<file path="src/hw/gvps_map.vh">
// Timing, step and encoding constants for the gas valve proving sequencer
`ifndef GVPS_MAP_VH
`define GVPS_MAP_VH
// Unsigned 32-bit so the full cycle count does not overflow a signed integer
`define GVPS_CLK_HZ          32'h02faf080
`define GVPS_MS_DIV          32'h000003e8
`define GVPS_STEP_MS         32'h000009c4
`define GVPS_STEP_CYCLES     ((`GVPS_CLK_HZ / `GVPS_MS_DIV) * `GVPS_STEP_MS)
`define GVPS_VALVE_MS        32'h00000fa0
`define GVPS_VALVE_CYCLES    ((`GVPS_CLK_HZ / `GVPS_MS_DIV) * `GVPS_VALVE_MS)
`define GVPS_CYCLE_MS        32'h00011940
`define GVPS_CYCLE_CYCLES    ((`GVPS_CLK_HZ / `GVPS_MS_DIV) * `GVPS_CYCLE_MS)
`define GVPS_EVAC_STEPS      5'h0a
`define GVPS_PRES_STEPS      5'h0c
`define GVPS_MODE_PRESTART   2'h0
`define GVPS_MODE_POSTSTOP   2'h1
`define GVPS_MODE_BOTH       2'h2
`define GVPS_PH_IDLE         3'h0
`define GVPS_PH_EVAC         3'h1
`define GVPS_PH_PRES         3'h2
`define GVPS_PH_RETURN       3'h3
`define GVPS_PH_DONE         3'h4
`endif

</file>
<file path="src/hw/gvps_sync.v">
// Three-stage input synchroniser with agreement filter
`timescale 1ns/100ps
`default_nettype none
module gvps_sync #(
	parameter WIDTH = 4
) (
	// Clock and reset
	input  wire             clk,
	input  wire             nrst,
	// Raw and filtered levels
	input  wire [WIDTH-1:0] din,
	output reg  [WIDTH-1:0] dout
);
	reg [WIDTH-1:0] s1;
	reg [WIDTH-1:0] s2;
	reg [WIDTH-1:0] s3;
	genvar i;
	generate
		for (i = 0; i < WIDTH; i = i + 1) begin : g_bit
			always @(posedge clk) begin
				if (!nrst) begin
					s1[i]   <= 1'b0;
					s2[i]   <= 1'b0;
					s3[i]   <= 1'b0;
					dout[i] <= 1'b0;
				end else begin
					s1[i] <= din[i];
					s2[i] <= s1[i];
					s3[i] <= s2[i];
					if (s2[i] == s3[i]) begin
						dout[i] <= s3[i];
					end
				end
			end
		end
	endgenerate
endmodule // gvps_sync
`default_nettype wire

</file>
<file path="src/hw/gvps_top.v">
// Gas valve proving sequencer top level
`timescale 1ns/100ps
`default_nettype none
`include "gvps_map.vh"
module gvps_top #(
	parameter STEP_CYCLES  = `GVPS_STEP_CYCLES,
	parameter VALVE_CYCLES = `GVPS_VALVE_CYCLES,
	parameter CYCLE_CYCLES = `GVPS_CYCLE_CYCLES
) (
	// Clock and reset
	input  wire       clk,
	input  wire       nrst,
	// Configuration
	input  wire [1:0] start_mode,
	// Burner demand and switch
	input  wire       burner_demand,
	input  wire       press_high,
	// Reset buttons
	input  wire       reset_front,
	input  wire       reset_remote,
	// Valve drives
	output reg        valve_down,
	output reg        valve_up,
	// Permission and indication
	output reg        relay_main,
	output reg        relay_aux,
	output reg        lockout,
	output reg        reset_lamp,
	output reg  [2:0] ind_phase,
	output reg  [4:0] ind_step
);
	localparam ST_IDLE  = 3'h0;
	localparam ST_EVAC  = 3'h1;
	localparam ST_PRES  = 3'h2;
	localparam ST_RET   = 3'h3;
	localparam ST_RUN   = 3'h4;
	localparam ST_LOCK  = 3'h5;
	localparam RET_CYC  = CYCLE_CYCLES - STEP_CYCLES * (`GVPS_EVAC_STEPS + `GVPS_PRES_STEPS);

	wire [3:0] sin;
	wire       sw_high = sin[0];
	wire       dem     = sin[1];
	wire       rst_btn = sin[2] | sin[3];

	reg  [2:0]  state;
	reg  [31:0] pre;
	reg  [31:0] vcnt;
	reg  [31:0] rcnt;
	reg  [4:0]  step;
	reg         dem_d;
	reg         btn_d;
	reg         after_lock;

	gvps_sync #(.WIDTH(4)) u_sync (
		.clk  (clk),
		.nrst (nrst),
		.din  ({reset_remote, reset_front, burner_demand, press_high}),
		.dout (sin)
	);

	wire step_tick  = (pre == STEP_CYCLES - 1);
	wire dem_rise   = dem & ~dem_d;
	wire dem_fall   = ~dem & dem_d;
	wire btn_press  = rst_btn & ~btn_d;

	function start_ok;
		input [1:0] mode;
		input       rise;
		input       fall;
		begin
			case (mode)
				`GVPS_MODE_PRESTART: start_ok = rise;
				`GVPS_MODE_POSTSTOP: start_ok = fall;
				`GVPS_MODE_BOTH:     start_ok = rise | fall;
				default:             start_ok = rise;
			endcase
		end
	endfunction

	always @(posedge clk) begin
		if (!nrst) begin
			state      <= ST_IDLE;
			pre        <= 32'h0;
			vcnt       <= 32'h0;
			rcnt       <= 32'h0;
			step       <= 5'h0;
			dem_d      <= 1'b0;
			btn_d      <= 1'b0;
			after_lock <= 1'b0;
			valve_down <= 1'b0;
			valve_up   <= 1'b0;
			relay_main <= 1'b0;
			relay_aux  <= 1'b0;
			lockout    <= 1'b0;
			reset_lamp <= 1'b0;
			ind_phase  <= `GVPS_PH_IDLE;
			ind_step   <= 5'h0;
		end else begin
			dem_d <= dem;
			btn_d <= rst_btn;
			if (state == ST_EVAC || state == ST_PRES) begin
				pre <= step_tick ? 32'h0 : pre + 32'h1;
			end else begin
				pre <= 32'h0;
			end
			case (state)
				ST_IDLE, ST_RUN: begin
					if (state == ST_RUN && !dem) begin
						relay_main <= 1'b0;
						relay_aux  <= 1'b0;
					end
					if (after_lock || start_ok(start_mode, dem_rise, dem_fall)) begin
						after_lock <= 1'b0;
						relay_main <= 1'b0;
						relay_aux  <= 1'b0;
						state      <= ST_EVAC;
						step       <= 5'h0;
						vcnt       <= 32'h0;
						valve_down <= 1'b1;
						ind_phase  <= `GVPS_PH_EVAC;
						ind_step   <= 5'h0;
					end else if (state == ST_IDLE && dem && start_mode == `GVPS_MODE_POSTSTOP) begin
						relay_main <= 1'b1;
						relay_aux  <= 1'b1;
						state      <= ST_RUN;
					end
				end
				ST_EVAC: begin
					vcnt <= vcnt + 32'h1;
					if (vcnt == VALVE_CYCLES - 1) begin
						valve_down <= 1'b0;
					end
					if (step_tick) begin
						step     <= step + 5'h1;
						ind_step <= step + 5'h1;
					end
					if (vcnt >= VALVE_CYCLES && sw_high) begin
						state      <= ST_LOCK;
						valve_down <= 1'b0;
					end else if (step_tick && step == `GVPS_EVAC_STEPS - 5'h1) begin
						state      <= ST_PRES;
						step       <= 5'h0;
						vcnt       <= 32'h0;
						valve_down <= 1'b0;
						valve_up   <= 1'b1;
						ind_phase  <= `GVPS_PH_PRES;
						ind_step   <= 5'h0;
					end
				end
				ST_PRES: begin
					vcnt <= vcnt + 32'h1;
					if (vcnt == VALVE_CYCLES - 1) begin
						valve_up <= 1'b0;
					end
					if (step_tick) begin
						step     <= step + 5'h1;
						ind_step <= step + 5'h1;
					end
					if (vcnt >= VALVE_CYCLES && !sw_high) begin
						state    <= ST_LOCK;
						valve_up <= 1'b0;
					end else if (step_tick && step == `GVPS_PRES_STEPS - 5'h1) begin
						state      <= ST_RET;
						rcnt       <= 32'h0;
						valve_up   <= 1'b0;
						relay_main <= 1'b1;
						relay_aux  <= 1'b1;
						ind_phase  <= `GVPS_PH_RETURN;
					end
				end
				ST_RET: begin
					rcnt <= rcnt + 32'h1;
					if (rcnt == RET_CYC - 1) begin
						state     <= dem ? ST_RUN : ST_IDLE;
						ind_phase <= `GVPS_PH_IDLE;
						ind_step  <= 5'h0;
						if (!dem) begin
							relay_main <= 1'b0;
							relay_aux  <= 1'b0;
						end
					end
				end
				ST_LOCK: begin
					// Outputs off, indication, lamp, frozen dial
					lockout    <= 1'b1;
					reset_lamp <= 1'b1;
					valve_down <= 1'b0;
					valve_up   <= 1'b0;
					relay_main <= 1'b0;
					relay_aux  <= 1'b0;
					if (btn_press) begin
						lockout    <= 1'b0;
						reset_lamp <= 1'b0;
						after_lock <= 1'b1;
						state      <= ST_IDLE;
						ind_phase  <= `GVPS_PH_IDLE;
						ind_step   <= 5'h0;
					end
				end
				default: begin
					state <= ST_IDLE;
				end
			endcase
		end
	end
endmodule // gvps_top
`default_nettype wire

</file>
<file path="config.mk">
export PLATFORM = sky130hd
export DESIGN_NAME = gvps_top
export DESIGN_NICKNAME = d
export VERILOG_FILES = /design/src/hw/gvps_sync.v /design/src/hw/gvps_top.v
export VERILOG_INCLUDE_DIRS = /design/src /design/src/hw
export SDC_FILE = /design/constraint.sdc
export NUM_CORES = 1
export LEC_CHECK = 0
export BUFFER_PORTS_ARGS = -buffer_cell sky130_fd_sc_hd__buf_4
export CORE_MARGIN = 1
export CORE_UTILIZATION = 45
export CTS_BUF_LIST = sky130_fd_sc_hd__clkbuf_16
export DETAILED_ROUTE_END_ITERATION = 10
export GPL_TIMING_DRIVEN = 0
export HOLD_SLACK_MARGIN = 0.08
export PLACE_DENSITY = 0.64
export RECOVER_POWER = 25
export SLEW_MARGIN = 5
export SYNTH_ARGS = -nofsm -noshare
export SYNTH_HDL_FRONTEND = slang
export SYNTH_SLANG_ARGS = --single-unit
</file>
<file path="constraint.sdc">
create_clock -name clk -period 2.61 [get_ports clk]
set_input_delay 0.1305 -clock clk [delete_from_list [all_inputs] [get_ports clk]]
set_output_delay 0.1305 -clock clk [all_outputs]
set_load 0.03 [all_outputs]
</file>
### Yosys cells after proc, flatten, opt, wreduce, memory -nomap -nowiden

Cells that the tools add are included.

* bits in registers: 135
* input bits: 8
* output and inout bits: 14
* logic and storage cells: 163

* add/subtract/negate cells: 4
* magnitude comparators: 1
* eq/ne operators: 30
* mux-type cells: 58
* bitwise gates (word level): 10
* reductions and logical operators: 30

Operators by type and width (count)
* 2-to-1 mux 32 bit: 5
* adder 32 x 1 -> 32 bit, second input constant: 3
* case mux 32 bit (3 select lines): 1
* case mux 32 bit (2 select lines): 1
* 2-to-1 mux 5 bit: 9
* 2-to-1 mux 3 bit: 13
* equality test 32 x 27 -> 1 bit, second input constant: 1
* equality test 32 x 28 -> 1 bit, second input constant: 1
* equality test 32 x 30 -> 1 bit, second input constant: 1
* >= comparator 32 x 28 -> 1 bit, second input constant: 1
* case mux 3 bit (5 select lines): 2
* case mux 5 bit (5 select lines): 1
* 2-to-1 mux 1 bit: 20
* case mux 5 bit (3 select lines): 1
* != test 2 bit, second input constant: 6
* equality test 5 x 4 -> 1 bit, second input constant: 2
* AND reduction 3 bit: 3
* nonzero test 3 bit: 3
* != test 4 x 1 -> 1 bit, second input constant: 2
* AND reduction 4 bit: 2
* AND reduction 8 bit: 1
* logical AND 1 bit: 7
* equality test 3 x 2 -> 1 bit, second input constant: 2
* equality test 3 bit, second input constant: 2
* 26 further kinds: 43

### Longest topological paths before layout

* word-level depth: 9
* mapped depth: 11
* gate-level depth less buffers: 9

### Cells and area by module

A second synthesis with hierarchy kept.

* cells, all modules: 762
* area total of the unflattened synthesis: 6598.8 µm²

By module, submodules not included
* gvps_top: instances 1, cells each 721, area each 6117.1 µm², sequential area each 2362.3 µm²
* gvps_sync: instances 1, cells each 41, area each 481.7 µm², sequential area each 320.3 µm²

### Worst setup path after synthesis

OpenSTA, ideal clock, no wires.

* path kind: reg-to-reg
* from: reg u_sync.dout[1]
* to: reg vcnt[16]
* setup time: 0.130 ns
* arrival: 2.451 ns
* required time: 2.480 ns
* setup slack: 0.029 ns
* cell stages (with the launch flop): 11
* path buffers: 1
* clock period less this slack: 2.581 ns
* cell sequence: dfxtp_1 -> inv_1 -> ha_1 -> nand2b_1 -> a31oi_1 -> o21ai_1 -> and2_1 -> buf_2 -> or3_1 -> o41ai_1 -> a21oi_1

* longest elaborated chain between the ends: 9
* elaborated cells on any way between the ends: 10
* those cells by class: eq/ne (1); mux (3); bitwise (4); reduce/logical (2)

RTL lines
* from (decl): RTL line gvps_sync.v:12 `output reg [WIDTH-1:0] dout`
* from (signal, indexed assignment): RTL line gvps_sync.v:31 `dout[i] <= s3[i];`
* NOT 1 bit: RTL line gvps_top.v:63 `wire dem_fall = ~dem & dem_d;`
* bitwise AND 1 bit: RTL line gvps_top.v:63
* bitwise OR 1 bit: RTL line gvps_top.v:74 `` `GVPS_MODE_BOTH: start_ok = rise | fall; ``
* case mux 1 bit (2 select lines) (*): RTL line gvps_top.v:71 `case (mode)`
* 2-to-1 mux 1 bit (*): RTL line gvps_top.v:106 `case (state)`
* 2-to-1 mux 1 bit (*): RTL line gvps_top.v:81 `if (!nrst) begin`
* logical OR 1 bit (*): RTL line gvps_top.v:112 `if (after_lock || start_ok(start_mode, dem_rise, dem_fall)) begin`
* != test 2 bit (no source line) (*)
* AND reduction 2 bit (no source line) (*)
* to (signal assigned): RTL line gvps_top.v:129 `vcnt <= vcnt + 32'h1;`
* to (signal assigned): RTL line gvps_top.v:151 `vcnt <= vcnt + 32'h1;`
* to (decl): RTL line gvps_top.v:47 `reg [31:0] vcnt;`

Every way passes the cells marked *; elsewhere a longest branch is shown, timed or not. The select of a mux whose other input is x is not followed.
A chain may end at the register's enable or synchronous reset.

### Worst setup path after layout

* from: reg step[0]
* to: reg rcnt[24]

* longest elaborated chain between the ends: 4

RTL lines
* from (decl): RTL line gvps_top.v:49 `reg [4:0] step;`
* from (signal assigned): RTL line gvps_top.v:134 `step <= step + 5'h1;`
* from (signal assigned): RTL line gvps_top.v:156 `step <= step + 5'h1;`
* equality test 5 x 4 -> 1 bit: RTL line gvps_top.v:162 `` end else if (step_tick && step == `GVPS_PRES_STEPS - 5'h1) begin ``
* logical AND 1 bit: RTL line gvps_top.v:162
* != test 2 x 1 -> 1 bit (no source line)
* AND reduction 3 bit (no source line)
* to (signal assigned): RTL line gvps_top.v:172 `rcnt <= rcnt + 32'h1;`
* to (decl): RTL line gvps_top.v:48 `reg [31:0] rcnt;`

Every way passes these cells.

==> impl_metrics.csv <==
group,metric,value,unit
clocking,clock_path_buffers,2,
floorplanning,initial_core_util,46.4,%
worst_setup_path,path_cells,"ha_1, nand2_1, nor4_4, buf_4, a21oi_4, clkbuf_4, nor4_2, xnor2_1, nor2_1",
yosys,synth_area,0.00650,sq mm
placed_design,dpl_worst_slack,-0.599,ns
timing,hold_viol_final,0,
worst_setup_path,path_delay_family,"simple AND/OR/NAND/NOR gates",
timing,worst_slack,0.112,ns
floorplanning,rows,43,
power,netSwitchingFraction,32.1,%
power,power_density,775,mW/mm^2
yosys,synth_area_per_cell,8.42,sq um
final_layout,fill_cells,1243,
timing,drv_slew,0,
final_layout,antenna_cells,0,
clocking,cts-root-buf,"clkbuf_16",
clocking,clock_sinks,134,
yosys,syn_inst,772,
placed_design,dpl_cell_area,0.00687,sq mm
route,dr.pass1.iters,6,
worst_setup_path,crit_buf_inv,2,
timing,min_period,2.50,ns
final_layout,fin_nets,844,
floorplanning,die_h,122,um
timing,tightestPinTransition,0.650,ns
power,irDropWorstVdd,0.411,mV
power,pwr-share-comb,23.9,%
clocking,cts_tree,"done",
route,drc,0,
worst_setup_path,path_class,"flip-flop to flip-flop",
yosys,syn_nets,790,
timing,timing.hold.ws,0.427,ns
route,drt_iter0_markers,362,
final_layout,final_layout_size_suffix_gt1_share,13.1,%
power,power.total,6030,uW
power,power.leakage,0.00256,uW
floorplanning,die_w,122,um
global_routing,grt_pass1_vias,5442,
floorplanning,io_pins,22,
timing,max_freq,400,MHz
route,routedWlPerCell,14.6,um
final_layout,final_common_cell,"dfxtp_1",
yosys,yosys.cell_types.count,70,
clocking,cts_max_level,4,
outcome,status,"finished clean",
timing,period_share,95.7,%
clocking,clkTransAtPathRegs,0.06,ns
floorplanning,core,0.0140,sq mm
power,power.switching,1940,uW
clocking,cts_buffers,17,
final_layout,final_util,55.7,%
route,ant_nets,0,
route,routed_via_density,5.50,
floorplanning,die-area,0.0149,sq mm
final_layout,final_cell_mix,"130 x dfxtp_1, 109 x nor2_1, 66 x nand2_1",
worst_setup_path,path_max_fanout,10,
timing,setup_viol_count_final,0,
yosys,synthArstFlopShare,0,%
final_layout,area_delta_synth_final,19.8,%
yosys,synth_enable_flop_cells,0,
worst_setup_path,worst_setup_path_end_kind,"flip-flop",
worst_setup_path,critPathSlowestCell,"dfxtp_1",
worst_setup_path,crit_path_start_kind,"flip-flop",
global_routing,grt_overflow,0,
worst_setup_path,cpPeakStageDelay,0.43,ns
clocking,insertion_delay,0.42,ns
yosys,yosysWarnings,0,
worst_setup_path,cp_data_required_time,2.92,ns
route,num_vias,5600,
placed_design,hpwl,10.4,mm
yosys,ys_ff_latch,134,
global_routing,antenna_found_initial,0,
global_routing,grt_use_total,21.1,%
global_routing,grt_max_degree,17,
yosys,ys.flop_type,"dfxtp_1",
flow_run,drv_cap,0,
timing,slew_headroom,56.5,%
worst_hold_path,hp-class,"input pin to flip-flop",
worst_setup_path,cp.arrival,2.81,ns
yosys,yosysSeqAreaShare,41.3,%
placed_design,io_buffers,20,
power,p_int,4100,uW
timing,fin_skew,0.00745,ns
power,seqPwrFrac,36.0,%
power,clockPowerShare,40.1,%
global_routing,grt_first_pass_wirelength,24.6,mm
final_layout,design_area,0.00779,sq mm
route,wl,14.8,mm
placed_design,gp_congestion,0.876,
synth_stat cells, types with 6 or more instances:
| master | count | area share [%] |
|---|---|---|
| ha_1 | 10 | 1.9 |
| nand2_1 | 67 | 3.9 |
| a21oi_1 | 31 | 2.4 |
| dfxtp_1 | 134 | 41 |
| nor2_1 | 112 | 6.5 |
| buf_2 | 6 | 0.46 |
| inv_1 | 23 | 1.3 |
| or3_1 | 20 | 1.9 |
| xor2_1 | 32 | 4.3 |
| clkbuf_1 | 14 | 0.81 |
| nand2b_1 | 10 | 0.96 |
| buf_4 | 6 | 0.69 |
| nand4_1 | 24 | 2.3 |
| o21ai_0 | 28 | 2.2 |
| and3_1 | 19 | 1.8 |
| and4_1 | 7 | 0.94 |
| nand3_1 | 38 | 2.9 |
| xnor2_1 | 41 | 5.5 |
| and2_1 | 16 | 1.5 |
| nor3_1 | 17 | 1.3 |
| nor4_1 | 22 | 2.1 |
cell type report:
cell class | count | area [sq um] | share of cell area [%]
multi-input combinational | 585 | 3780 | 48.6
sequential | 134 | 2690 | 34.5
clock buffer | 17 | 425 | 5.46
timing repair buffer | 36 | 230 | 2.96
tap | 180 | 225 | 2.89
clock inverter | 15 | 181 | 2.33
buffer | 29 | 165 | 2.12
inverter | 23 | 86.3 | 1.11
worst paths after layout:
check                          startpoint                 endpoint  slack (ns)  cells past startpoint
setup / recovery     step[0]$_SDFFE_PN0P_    rcnt[24]$_SDFFE_PN0P_        0.11                      9
hold / removal              start_mode[0]   relay_aux$_SDFFE_PN0P_        0.43                      6
setup reg to reg     step[0]$_SDFFE_PN0P_    rcnt[24]$_SDFFE_PN0P_        0.11                      9
hold reg to reg   u_sync.s1[1]$_SDFF_PN0_  u_sync.s2[1]$_SDFF_PN0_        0.44                      1
worst reg2reg max path, delay by kind of cell, from the launching register on:
kind / cells / cell delay [ns]
buffers and inverters: 2 / 0.42
AOI/OAI and AO/OA: 1 / 0.07
xor gates and xnor gates: 1 / 0.17
and+or+nand+nor: 4 / 1.02
adders and majority gates: 1 / 0.27
DFF: 1 / 0.43
power groups by stage:
stage | Clock [uW] | Sequential (uW) | Combinational (uW)
after floorplan | 0 | 2250 | 901
after global placement | 0 | 2210 | 1260
after detailed placement | 0 | 2210 | 1290
after CTS | 2460 | 2170 | 1370
after global routing | 2550 | 2180 | 1580
final | 2420 | 2170 | 1440
layer usage:
layer,vias up,track usage (%),wire length [um]
li1,2834,-,-
met1,2640,24.9,6760
met2,94,35.9,7340
met3,32,4.87,416
met4,0,9.76,318
met5,-,0,0
flip-flops by register name (all words and copies together), names as in the netlist, 2 cells and up:
signal and cells:
rcnt 32, u_sync.s1 4, ind_phase 2, u_sync.dout 4, step 5, vcnt 32, pre 32, u_sync.s3 4
u_sync.s2 4, ind_step 5, state 3
cell families after synthesis:
| kind of cell | after synthesis | share of synthesized area (%) |
|---|---|---|
| simple gates | 389 | 31.5 |
| flops | 134 | 41.3 |
| buf+inv | 53 | 3.64 |
| fa+ha+maj | 10 | 1.93 |
| xor+xnor | 73 | 9.84 |
| other cells | 1 | 0.0577 |
| mux | 4 | 0.616 |
| compound gates | 108 | 11.2 |
what timing repair did:
action / 4_1_cts / 5_1_grt
endpoints found under the setup margin: 73 / 92
hold buffers: 5 / 0
gates resized for setup: 17 / 32
pin swaps: 3 / 8
endpoints found under the hold margin: 10 / 0
buffers inserted: 6 / 5
stage by stage:
step	std cells	TNS, ns
floorplan	772	0
global placement	972	-11.29
detailed placement	972	-15.76
CTS	1015	0
global route	1019	-0.0329
finish	1019	0
Note: power is estimated with default switching activity, not from simulation.
